[src/shared/sar_adc_pkg.sv]
// Constants, types and enumerations shared by the dual SAR serial controller.
// Assumes a single system clock at 25 MHz; all pins are synchronous to it.
// What this block does
// - Trigger rise puts both channels in hold
// - Conversion starts at next external clock rise
// - Busy high while held, low when done
// - Busy follows trigger except in automatic standby
// - Busy falls on an external clock rise
// - Chip select low drives outputs, else released
// - Read strobe frames both directions; needs select
// - Read strobe sampled on external clock falls
// - Serial input captured on external clock falls
// - Output bits change after external clock rise, except B parking low when output select falls
// - Output select high: A and B in parallel
// - Input select picks converted channel pair
package sar_adc_pkg;

   localparam int RES_BITS = 12;
   localparam int CHANNELS = 2;
   localparam int CONV_CYCLES = 13;
   localparam int ACQ_CYCLES = 2;
   localparam int SDI_BITS = 16;
   localparam int FIFO_DEPTH = 16;
   localparam int SYS_CLK_PERIOD_NS = 40;
   localparam int FRAME_BITS = 2 * RES_BITS;

   localparam logic [3:0] CONV_CNT_RST = 4'h0;
   localparam logic [1:0] ACQ_CNT_RST = 2'h0;
   localparam logic [4:0] SDI_CNT_RST = 5'h00;

   typedef struct packed {
      logic [RES_BITS-1:0] a;
      logic [RES_BITS-1:0] b;
   } result_pair_type;

   typedef enum logic [4:0] {
      ST_IDLE    = 5'b0_0001,
      ST_HOLD    = 5'b0_0010,
      ST_CONVERT = 5'b0_0100,
      ST_STALL   = 5'b0_1000,
      ST_ACQUIRE = 5'b1_0000
   } conv_state_type;

endpackage
[src/rtl/dual_sar_adc_serial_ctrl.sv]
// Conversion sequencing and serial result port of a dual simultaneous SAR pair.
// Assumes all pins, the external converter clock included, are synchronous to clk_i
// and that the external clock runs well below half of clk_i.
module dual_sar_adc_serial_ctrl #(
   parameter int RES_BITS = sar_adc_pkg::RES_BITS,
   parameter int FIFO_DEPTH = sar_adc_pkg::FIFO_DEPTH
) (
   input wire logic clk_i,
   input wire logic rst_i,
   input wire logic ext_clock_i,
   input wire logic conversion_trigger_i,
   input wire logic chip_select_n_i,
   input wire logic read_strobe_i,
   input wire logic serial_in_i,
   input wire logic input_select_pin_i,
   input wire logic output_select_pin_i,
   input wire logic automatic_standby_i,
   input wire logic [sar_adc_pkg::CHANNELS-1:0][RES_BITS-1:0] channel0_level_i,
   input wire logic [sar_adc_pkg::CHANNELS-1:0][RES_BITS-1:0] channel1_level_i,
   output logic sample_hold_o,
   output logic busy_o,
   output logic serial_out_a_o,
   output logic serial_out_a_oe_o,
   output logic serial_out_b_o,
   output logic serial_out_b_oe_o,
   output logic [sar_adc_pkg::SDI_BITS-1:0] serial_in_word_o,
   output logic serial_in_word_valid_o
);
   import sar_adc_pkg::*;

   localparam int PAIR_W = 2 * RES_BITS;

   // Edge detection of the external clock and the trigger
   logic ext_clock_r;
   logic trigger_r;
   logic ext_rise;
   logic ext_fall;
   logic trigger_rise;

   assign ext_rise = ext_clock_i && !ext_clock_r;
   assign ext_fall = !ext_clock_i && ext_clock_r;
   assign trigger_rise = conversion_trigger_i && !trigger_r;

   always_ff @(posedge clk_i or posedge rst_i) begin
      if (rst_i) begin
         ext_clock_r <= 1'b0;
         trigger_r <= 1'b0;
      end else begin
         ext_clock_r <= ext_clock_i;
         trigger_r <= conversion_trigger_i;
      end
   end

   // Conversion sequencer
   conv_state_type state_r;
   conv_state_type state_nxt;
   logic [3:0] conv_cnt_r;
   logic [1:0] acq_cnt_r;
   logic [CHANNELS-1:0][RES_BITS-1:0] held_r;
   logic [CHANNELS-1:0][RES_BITS-1:0] sar_result;
   logic sar_load;
   logic sar_step;
   logic conv_last;
   logic push_valid;
   logic push_ready;
   logic trigger_ok;

   // Triggers during hold, conversion or stall leave no trace
   assign trigger_ok = trigger_rise && ((state_r == ST_IDLE) || (state_r == ST_ACQUIRE));
   assign conv_last = (conv_cnt_r == 4'(CONV_CYCLES));
   assign sar_load = (state_r == ST_HOLD) && ext_rise;
   assign sar_step = (state_r == ST_CONVERT) && ext_rise && !conv_last;
   // Result leaves only when the FIFO has room; a full FIFO keeps busy high
   assign push_valid = ((state_r == ST_CONVERT) && conv_last) || (state_r == ST_STALL);

   always_comb begin
      state_nxt = state_r;
      case (state_r)
         ST_IDLE: begin
            if (trigger_ok) begin
               state_nxt = ST_HOLD;
            end
         end
         ST_HOLD: begin
            if (ext_rise) begin
               state_nxt = ST_CONVERT;
            end
         end
         ST_CONVERT: begin
            if (ext_rise && conv_last) begin
               state_nxt = push_ready ? ST_ACQUIRE : ST_STALL;
            end
         end
         ST_STALL: begin
            if (ext_rise && push_ready) begin
               state_nxt = ST_ACQUIRE;
            end
         end
         ST_ACQUIRE: begin
            if (trigger_ok) begin
               state_nxt = ST_HOLD;
            end else if (ext_rise && (acq_cnt_r == 2'(ACQ_CYCLES - 1))) begin
               state_nxt = ST_IDLE;
            end
         end
         default: begin
            state_nxt = ST_IDLE;
         end
      endcase
   end

   always_ff @(posedge clk_i or posedge rst_i) begin
      if (rst_i) begin
         state_r <= ST_IDLE;
      end else begin
         state_r <= state_nxt;
      end
   end

   // Load rise is cycle one, so the push lands on the fourteenth rise
   always_ff @(posedge clk_i or posedge rst_i) begin
      if (rst_i) begin
         conv_cnt_r <= CONV_CNT_RST;
      end else if (sar_load) begin
         conv_cnt_r <= 4'h1;
      end else if (sar_step) begin
         conv_cnt_r <= conv_cnt_r + 4'h1;
      end
   end

   always_ff @(posedge clk_i or posedge rst_i) begin
      if (rst_i) begin
         acq_cnt_r <= ACQ_CNT_RST;
      end else if (state_r != ST_ACQUIRE) begin
         acq_cnt_r <= ACQ_CNT_RST;
      end else if (ext_rise) begin
         acq_cnt_r <= acq_cnt_r + 2'h1;
      end
   end

   // Sample captured on the trigger edge itself, without waiting for a clock edge
   always_ff @(posedge clk_i or posedge rst_i) begin
      if (rst_i) begin
         held_r <= '0;
      end else if (trigger_ok) begin
         held_r <= input_select_pin_i ? channel1_level_i : channel0_level_i;
      end
   end

   always_ff @(posedge clk_i or posedge rst_i) begin
      if (rst_i) begin
         sample_hold_o <= 1'b0;
      end else if (trigger_ok) begin
         sample_hold_o <= 1'b1;
      end else if (ext_rise && push_valid && push_ready) begin
         sample_hold_o <= 1'b0;
      end
   end

   // In standby the front end is asleep, so busy waits for the first clock rise
   always_ff @(posedge clk_i or posedge rst_i) begin
      if (rst_i) begin
         busy_o <= 1'b0;
      end else if (trigger_ok && !automatic_standby_i) begin
         busy_o <= 1'b1;
      end else if (sar_load) begin
         busy_o <= 1'b1;
      end else if (ext_rise && push_valid && push_ready) begin
         busy_o <= 1'b0;
      end
   end

   sar_core #(
      .RES_BITS(RES_BITS),
      .CHANNELS(CHANNELS)
   ) u_sar (
      .clk_i(clk_i),
      .rst_i(rst_i),
      .load_i(sar_load),
      .step_i(sar_step),
      .held_i(held_r),
      .result_o(sar_result)
   );

   // Result buffer between converter and serial port
   logic [PAIR_W-1:0] head_word;
   logic head_valid;
   logic pop;
   result_pair_type push_pair;

   assign push_pair.a = sar_result[0];
   assign push_pair.b = sar_result[1];

   result_fifo #(
      .WIDTH(PAIR_W),
      .DEPTH(FIFO_DEPTH)
   ) u_fifo (
      .clk_i(clk_i),
      .rst_i(rst_i),
      .wr_data_i(push_pair),
      .wr_valid_i(push_valid && ext_rise),
      .wr_ready_o(push_ready),
      .rd_data_o(head_word),
      .rd_valid_o(head_valid),
      .rd_ready_i(pop)
   );

   // Serial frame control
   logic frame_start;
   logic [FRAME_BITS-1:0] shift_a_r;
   logic [RES_BITS-1:0] shift_b_r;
   logic [FRAME_BITS-1:0] load_a;
   result_pair_type head_pair;

   assign head_pair = head_word;
   assign frame_start = ext_fall && !chip_select_n_i && read_strobe_i;
   // Empty buffer still frames; the host reads zeros
   assign pop = frame_start && head_valid;
   assign load_a = output_select_pin_i ? {head_pair.a, {RES_BITS{1'b0}}} : {head_pair.a, head_pair.b};

   always_ff @(posedge clk_i or posedge rst_i) begin
      if (rst_i) begin
         shift_a_r <= '0;
         shift_b_r <= '0;
      end else if (frame_start) begin
         shift_a_r <= head_valid ? load_a : '0;
         shift_b_r <= (head_valid && output_select_pin_i) ? head_pair.b : '0;
      end else if (ext_rise) begin
         shift_a_r <= shift_a_r << 1;
         shift_b_r <= shift_b_r << 1;
      end
   end

   // Bits move only on external rises so they are settled at the next fall
   always_ff @(posedge clk_i or posedge rst_i) begin
      if (rst_i) begin
         serial_out_a_o <= 1'b0;
      end else if (ext_rise) begin
         serial_out_a_o <= shift_a_r[FRAME_BITS-1];
      end
   end

   // Parks low at once on leaving parallel mode, not at the next rise
   always_ff @(posedge clk_i or posedge rst_i) begin
      if (rst_i) begin
         serial_out_b_o <= 1'b0;
      end else if (!output_select_pin_i) begin
         serial_out_b_o <= 1'b0;
      end else if (ext_rise) begin
         serial_out_b_o <= shift_b_r[RES_BITS-1];
      end
   end

   // Enables lag chip select by one clock, well inside the host's setup
   always_ff @(posedge clk_i or posedge rst_i) begin
      if (rst_i) begin
         serial_out_a_oe_o <= 1'b0;
         serial_out_b_oe_o <= 1'b0;
      end else begin
         serial_out_a_oe_o <= !chip_select_n_i;
         serial_out_b_oe_o <= !chip_select_n_i;
      end
   end

   // Serial input capture
   // Chip select high abandons a part-received word
   logic [SDI_BITS-1:0] sdi_shift_r;
   logic [4:0] sdi_cnt_r;
   logic sdi_active_r;

   always_ff @(posedge clk_i or posedge rst_i) begin
      if (rst_i) begin
         sdi_active_r <= 1'b0;
         sdi_cnt_r <= SDI_CNT_RST;
         sdi_shift_r <= '0;
      end else if (frame_start) begin
         sdi_active_r <= 1'b1;
         sdi_cnt_r <= SDI_CNT_RST;
      end else if (chip_select_n_i) begin
         sdi_active_r <= 1'b0;
      end else if (ext_fall && sdi_active_r) begin
         sdi_shift_r <= {sdi_shift_r[SDI_BITS-2:0], serial_in_i};
         sdi_cnt_r <= sdi_cnt_r + 5'h01;
         if (sdi_cnt_r == 5'(SDI_BITS - 1)) begin
            sdi_active_r <= 1'b0;
         end
      end
   end

   always_ff @(posedge clk_i or posedge rst_i) begin
      if (rst_i) begin
         serial_in_word_o <= '0;
         serial_in_word_valid_o <= 1'b0;
      end else begin
         serial_in_word_valid_o <= 1'b0;
         if (ext_fall && sdi_active_r && !chip_select_n_i && (sdi_cnt_r == 5'(SDI_BITS - 1))) begin
            serial_in_word_o <= {sdi_shift_r[SDI_BITS-2:0], serial_in_i};
            serial_in_word_valid_o <= 1'b1;
         end
      end
   end
endmodule

[src/rtl/result_fifo.sv]
// Synchronous FIFO with valid/ready on both sides and registered read data.
// Assumes one clock; read data is looked ahead so it is valid with rd_valid_o.
module result_fifo #(
   parameter int WIDTH = 24,
   parameter int DEPTH = 16
) (
   input wire logic clk_i,
   input wire logic rst_i,
   input wire logic [WIDTH-1:0] wr_data_i,
   input wire logic wr_valid_i,
   output logic wr_ready_o,
   output logic [WIDTH-1:0] rd_data_o,
   output logic rd_valid_o,
   input wire logic rd_ready_i
);
   localparam int AW = $clog2(DEPTH);

   logic [WIDTH-1:0] mem_r [DEPTH];
   logic [AW-1:0] wr_ptr_r;
   logic [AW-1:0] rd_ptr_r;
   logic [AW-1:0] rd_ptr_nxt;
   logic [AW:0] count_r;
   logic [AW:0] count_nxt;
   logic wr_en;
   logic rd_en;

   assign wr_en = wr_valid_i && wr_ready_o;
   assign rd_en = rd_ready_i && rd_valid_o;
   assign rd_ptr_nxt = rd_en ? AW'(rd_ptr_r + 1'b1) : rd_ptr_r;

   always_comb begin
      count_nxt = count_r;
      if (wr_en && !rd_en) begin
         count_nxt = count_r + 1'b1;
      end else if (rd_en && !wr_en) begin
         count_nxt = count_r - 1'b1;
      end
   end

   always_ff @(posedge clk_i) begin
      if (wr_en) begin
         mem_r[wr_ptr_r] <= wr_data_i;
      end
   end

   always_ff @(posedge clk_i or posedge rst_i) begin
      if (rst_i) begin
         wr_ptr_r <= '0;
         rd_ptr_r <= '0;
         count_r <= '0;
         wr_ready_o <= 1'b1;
         rd_valid_o <= 1'b0;
      end else begin
         if (wr_en) begin
            wr_ptr_r <= AW'(wr_ptr_r + 1'b1);
         end
         rd_ptr_r <= rd_ptr_nxt;
         count_r <= count_nxt;
         wr_ready_o <= (count_nxt != (AW+1)'(DEPTH));
         rd_valid_o <= (count_nxt != '0);
      end
   end

   // Bypass covers a write landing on the slot about to be read
   always_ff @(posedge clk_i or posedge rst_i) begin
      if (rst_i) begin
         rd_data_o <= '0;
      end else if (wr_en && (wr_ptr_r == rd_ptr_nxt)) begin
         rd_data_o <= wr_data_i;
      end else begin
         rd_data_o <= mem_r[rd_ptr_nxt];
      end
   end
endmodule

[src/rtl/sar_core.sv]
// Successive-approximation engine for all channels, one bit per step pulse.
// Assumes the held sample is stable from load until the last step.
module sar_core #(
   parameter int RES_BITS = 12,
   parameter int CHANNELS = 2
) (
   input wire logic clk_i,
   input wire logic rst_i,
   input wire logic load_i,
   input wire logic step_i,
   input wire logic [CHANNELS-1:0][RES_BITS-1:0] held_i,
   output logic [CHANNELS-1:0][RES_BITS-1:0] result_o
);
   logic [RES_BITS-1:0] bit_r;

   always_ff @(posedge clk_i or posedge rst_i) begin
      if (rst_i) begin
         bit_r <= '0;
      end else if (load_i) begin
         bit_r <= {1'b1, {(RES_BITS-1){1'b0}}};
      end else if (step_i) begin
         bit_r <= bit_r >> 1;
      end
   end

   for (genvar ch = 0; ch < CHANNELS; ch++) begin : g_chan
      logic [RES_BITS-1:0] trial;
      assign trial = result_o[ch] | bit_r;
      always_ff @(posedge clk_i or posedge rst_i) begin
         if (rst_i) begin
            result_o[ch] <= '0;
         end else if (load_i) begin
            result_o[ch] <= '0;
         end else if (step_i && (bit_r != '0) && (trial <= held_i[ch])) begin
            result_o[ch] <= trial;
         end
      end
   end
endmodule

[config.mk]
export PLATFORM = sky130hd
export DESIGN_NAME = dual_sar_adc_serial_ctrl
export DESIGN_NICKNAME = d
export VERILOG_FILES = /design/src/shared/sar_adc_pkg.sv /design/src/rtl/dual_sar_adc_serial_ctrl.sv /design/src/rtl/result_fifo.sv /design/src/rtl/sar_core.sv
export SDC_FILE = /design/constraint.sdc
export NUM_CORES = 1
export LEC_CHECK = 0
export BUFFER_PORTS_ARGS = -buffer_cell sky130_fd_sc_hd__buf_2
export CORE_MARGIN = 1
export CORE_UTILIZATION = 59
export DETAILED_ROUTE_END_ITERATION = 10
export GPL_TIMING_DRIVEN = 0
export PLACE_DENSITY = 0.76
export SLEW_MARGIN = 20
export SYNTH_ARGS = -nofsm -noshare
export SYNTH_HDL_FRONTEND = slang
export SYNTH_SLANG_ARGS = --single-unit
[constraint.sdc]
create_clock -name clk_i -period 6.1 [get_ports clk_i]
set_clock_uncertainty 0.15 [all_clocks]
set_input_delay 0.305 -clock clk_i [delete_from_list [all_inputs] [get_ports clk_i]]
set_output_delay 0.305 -clock clk_i [all_outputs]
set_load 0.01 [all_outputs]
==> impl_metrics.sql <==
INSERT INTO impl_metrics (metric_group, metric, value, unit) VALUES
('clock_network', 'holdBufCountCts', '57', ''),
('die', 'boundaryPins', '81', ''),
('synthesis', 'synth_async_sr_flop_share', '0.332', ''),
('detailed_routing', 'wl_per_cell', '27.7', 'µm'),
('synthesis', 'postSynthCellCount', '1918', ''),
('layout', 'final_nets', '2239', ''),
('placement', 'dp_hpwl', '52.2', 'mm'),
('synthesis', 'ys_seq_elements', '575', ''),
('timing', 'post-route-worst-setup-slack', '2330', 'ps'),
('critical_path', 'timing.critical_path.mode_cell', 'mux2i_1', ''),
('critical_path', 'setup.reg_to_reg.worst_slack', '2330', 'ps'),
('synthesis', 'synth.lib_cells_used.distinct', '77', ''),
('global_route', 'grt_pass1_vias', '19000', ''),
('timing', 'worst_slew_margin_rel', '0.250', ''),
('timing', 'timing.final.crit_share', '0.618', ''),
('detailed_routing', 'via_count', '18800', ''),
('synthesis', 'sequential_cell_area_fraction_in_the_yosys_report', '0.603', ''),
('critical_path', 'arrival', '4080', 'ps'),
('placement', 'pre_cts_slack', '2410', 'ps'),
('critical_path', 'startpoint_class_of_the_critical_path', 'flop', ''),
('clock_network', 'cts.sinks', '575', ''),
('die', 'floorplan.die.height', '216', 'µm'),
('timing', 'timing.final.setup_violations', '0', ''),
('detailed_routing', 'first_pass_iters', '6', ''),
('critical_path', 'crit_path_max_fanout', '10', ''),
('die', 'dieWidth', '216', 'µm'),
('clock_network', 'cts-root-buf', 'clkbuf_16', ''),
('layout', 'area_growth_syn_to_layout', '14.6', '%'),
('detailed_routing', 'detail-route-antenna-nets', '0', ''),
('synthesis', 'syn-cell-area', '27100', 'µm²'),
('die', 'initial_core_util', '0.598', ''),
('global_route', 'gr-usage-all-layers', '0.336', ''),
('detailed_routing', 'vias_per_cell', '6.74', ''),
('synthesis', 'synth_warnings', '0', ''),
('synthesis', 'synthTopCellsByArea', 'edfxtp_1, dfrtp_1, mux4_2', ''),
('critical_path', 'crit_family', 'buffers and inverters', ''),
('synthesis', 'postSynth.topFlopCell', 'edfxtp_1', ''),
('clock_network', 'cts-root-to-sink-buffers', '3', ''),
('timing', 'whs', '137', 'ps'),
('critical_path', 'cpPeakStageDelay', '610', 'ps'),
('job', 'timing.max_cap.violations', '0', ''),
('power_and_ir_drop', 'largest_voltage_drop_on_the_vdd_net', '0.286', 'mV'),
('critical_path', 'critical-path-slowest-cell', 'buf_1', ''),
('global_route', 'grt_max_degree', '71', ''),
('global_route', 'grt_overflow_total', '0', ''),
('clock_network', 'cts-resized-gates', '0', ''),
('timing', 'worst_pin_slew', '1130', 'ps'),
('die', 'die-area', '46700', 'µm²'),
('timing', 'timing.final.crit_period', '3770', 'ps'),
('worst_hold_path', 'hold_class', 'in -> async', ''),
('global_route', 'grt_antenna_before_repair', '0', ''),
('critical_path', 'cp_cell_sequence', 'ha_1 > buf_2 > buf_1 > mux4_2 > mux2i_1 > o21ai_0 > o2111ai_1 > mux2i_1', ''),
('timing', 'max_freq', '0.265', 'GHz'),
('synthesis', 'postSynthNetCount', '2012', ''),
('timing', 'final-hold-violation-count', '0', ''),
('placement', 'gp_congestion', '0.961', ''),
('die', 'core.rowCount', '78', ''),
('timing', 'setup_repair_after_global_routing_missed_its_margin', 'false', ''),
('detailed_routing', 'drt_wl_total', '77.3', 'mm'),
('power_and_ir_drop', 'power.density', '453', 'nW/µm²'),
('layout', 'filler_cell_count', '3082', ''),
('die', 'core_area', '45300', 'µm²'),
('timing', 'final-max-slew-violation-count', '0', ''),
('layout', 'layout-drive-gt1-share', '0.221', ''),
('clock_network', 'cts_inserted_buffers', '57', ''),
('layout', 'antenna_cells', '0', ''),
('outcome', 'run_status', 'completed', ''),
('clock_network', 'clkLatencyLatePin', '630', 'ps'),
('clock_network', 'clkTransAtPathRegs', '60', 'ps'),
('clock_network', 'cts_htree_levels', '2', ''),
('global_route', 'grt_pass1_wl', '117', 'mm'),
('critical_path', 'timing.critical_path.required', '6410', 'ps'),
('critical_path', 'buffers_inverters_on_critical_path', '2', ''),
('synthesis', 'synth_enable_flop_cells', '384', ''),
('synthesis', 'synth_top_area_frac', '0.426', ''),
('power_and_ir_drop', 'leakage_power', '12.3', 'nW'),
('synthesis', 'syn-mean-instance-area', '14.1', 'µm²'),
('critical_path', 'worstSetupPathType', 'reg -> reg', ''),
('clock_network', 'tritoncts_clock_tree', 'done', ''),
('critical_path', 'worstSetupEndpointType', 'flop', ''),
('detailed_routing', 'drc', '0', ''),
('placement', 'io_buffer_count', '79', ''),
('synthesis', 'post-synth-top-area-cell', 'edfxtp_1', ''),
('detailed_routing', 'drt_iter0_markers', '2626', ''),
('clock_network', 'post-cts-setup-buffer-count', '0', '');
## synthesized netlist by cell type, types with 7 or more instances
cell type  number
edfxtp_1      384
dfrtp_1       189
mux2i_1       169
nand2_1       102
mux4_2         98
nor2_1         94
o21ai_0        86
a21oi_1        84
a221oi_1       67
clkbuf_1       60
inv_1          60
buf_2          59
mux2_2         53
o22ai_1        38
a221o_1        37
ha_1           36
or2_2          26
o2111ai_1      22
nand4_1        18
a31oi_1        17
buf_4          14
a211o_1        13
o211ai_1       12
xnor2_1        12
a21o_1         11
and3_1         11
o221ai_1       11
o22a_1         11
nand3_1        10
nand2b_1        8
nor2b_1         8
nor3_1          7
## power by group
| group | switching, mW | internal (mW) | leakage [nW] |
|---|---|---|---|
| sequential | 0.714 | 4.80 | 5.83 |
| clock | 1.49 | 2.08 | 0.949 |
| combinational | 2.95 | 2.01 | 5.50 |
## final timing paths
check / endpoint / startpoint / depth (start not counted)
max reg2reg: u_fifo.rd_data_o[21] / u_fifo.rd_ptr_r[1] / 8
min in group clk_i: trigger_r / conversion_trigger_i / 2
min: sdi_cnt_r[1] / rst_i / 3
max: u_fifo.rd_data_o[21] / u_fifo.rd_ptr_r[1] / 8
max in group asynchronous: u_fifo.wr_ready_o / rst_i / 5
min reg2reg: sample_hold_o / sample_hold_o / 1
## through the flow
step,setup TNS (ps),power [mW],util,cells,cell area (µm²)
final,0,14.0,0.685,2792,31000
after detailed placement,0,10.3,0.630,2629,28500
after floorplan,0,8.46,-,1918,27100
after CTS,0,13.9,0.685,2792,31000
after global placement,-370410,10.2,0.623,2597,28200
after global routing,0,14.5,0.685,2792,31000
## cell usage in the layout, fill, tap and decap left out, drive strengths merged, types with 22 or more instances in the layout
master       Yosys  final
o21ai           88     88
clkbuf          61    140
a21oi           85     85
mux2            53     53
o22ai           38     38
mux2i          169    169
a221oi          67     67
nand2          104    104
or2             26     26
dfrtp          189    189
buf             85    196
edfxtp         384    384
ha              36     36
inv             60     61
clkinv           1     23
o2111ai         22     22
dlygate4sd3      0     57
nor2            96     96
mux4            98     98
a221o           37     37
## routing by layer
metal | wire (µm) | track usage | vias up
li1 | - | - | 8021
met1 | 29200 | 0.457 | 9454
met2 | 35700 | 0.523 | 1149
met3 | 8610 | 0.0741 | 180
met4 | 3770 | 0.150 | 2
met5 | 56 | 0.00938 | -
## layout make-up
cell class	count	area [µm²]	area share
Sequential cell	575	16300	0.526
Clock inverter	27	236	0.00763
Clock buffer	79	1680	0.0540
Multi-Input combinational cell	1136	9860	0.318
Inverter	61	236	0.00763
Timing Repair Buffer	168	1220	0.0395
Buffer	146	721	0.0232
Tap cell	600	751	0.0242
## cells by family after synthesis
logic type,share of synthesized area
fa+ha+maj,0.0166
mux,0.166
simple gates,0.0579
flops,0.603
xor+xnor,0.00772
compound gates,0.114
buf+inv,0.0351
## worst reg2reg max path, delay by kind of cell, from the launching register on
family | cells | cell delay, ps
buf+inv | 2 | 1020
mux | 3 | 830
compound gates | 2 | 660
fa+ha+maj | 1 | 560
flops | 1 | 400
## sequential cells by signal (all words and copies together) (netlist names), 2 cells and up
register          flops
u_fifo.mem_r        384
held_r               24
shift_a_r            24
u_fifo.rd_data_o     24
u_sar.result_o       24
serial_in_word_o     16
sdi_shift_r          15
shift_b_r            12
u_sar.bit_r          12
sdi_cnt_r             5
state_r               5
u_fifo.count_r        5
conv_cnt_r            4
u_fifo.rd_ptr_r       4
u_fifo.wr_ptr_r       4
acq_cnt_r             2
Power figures use the tool's default switching activity.
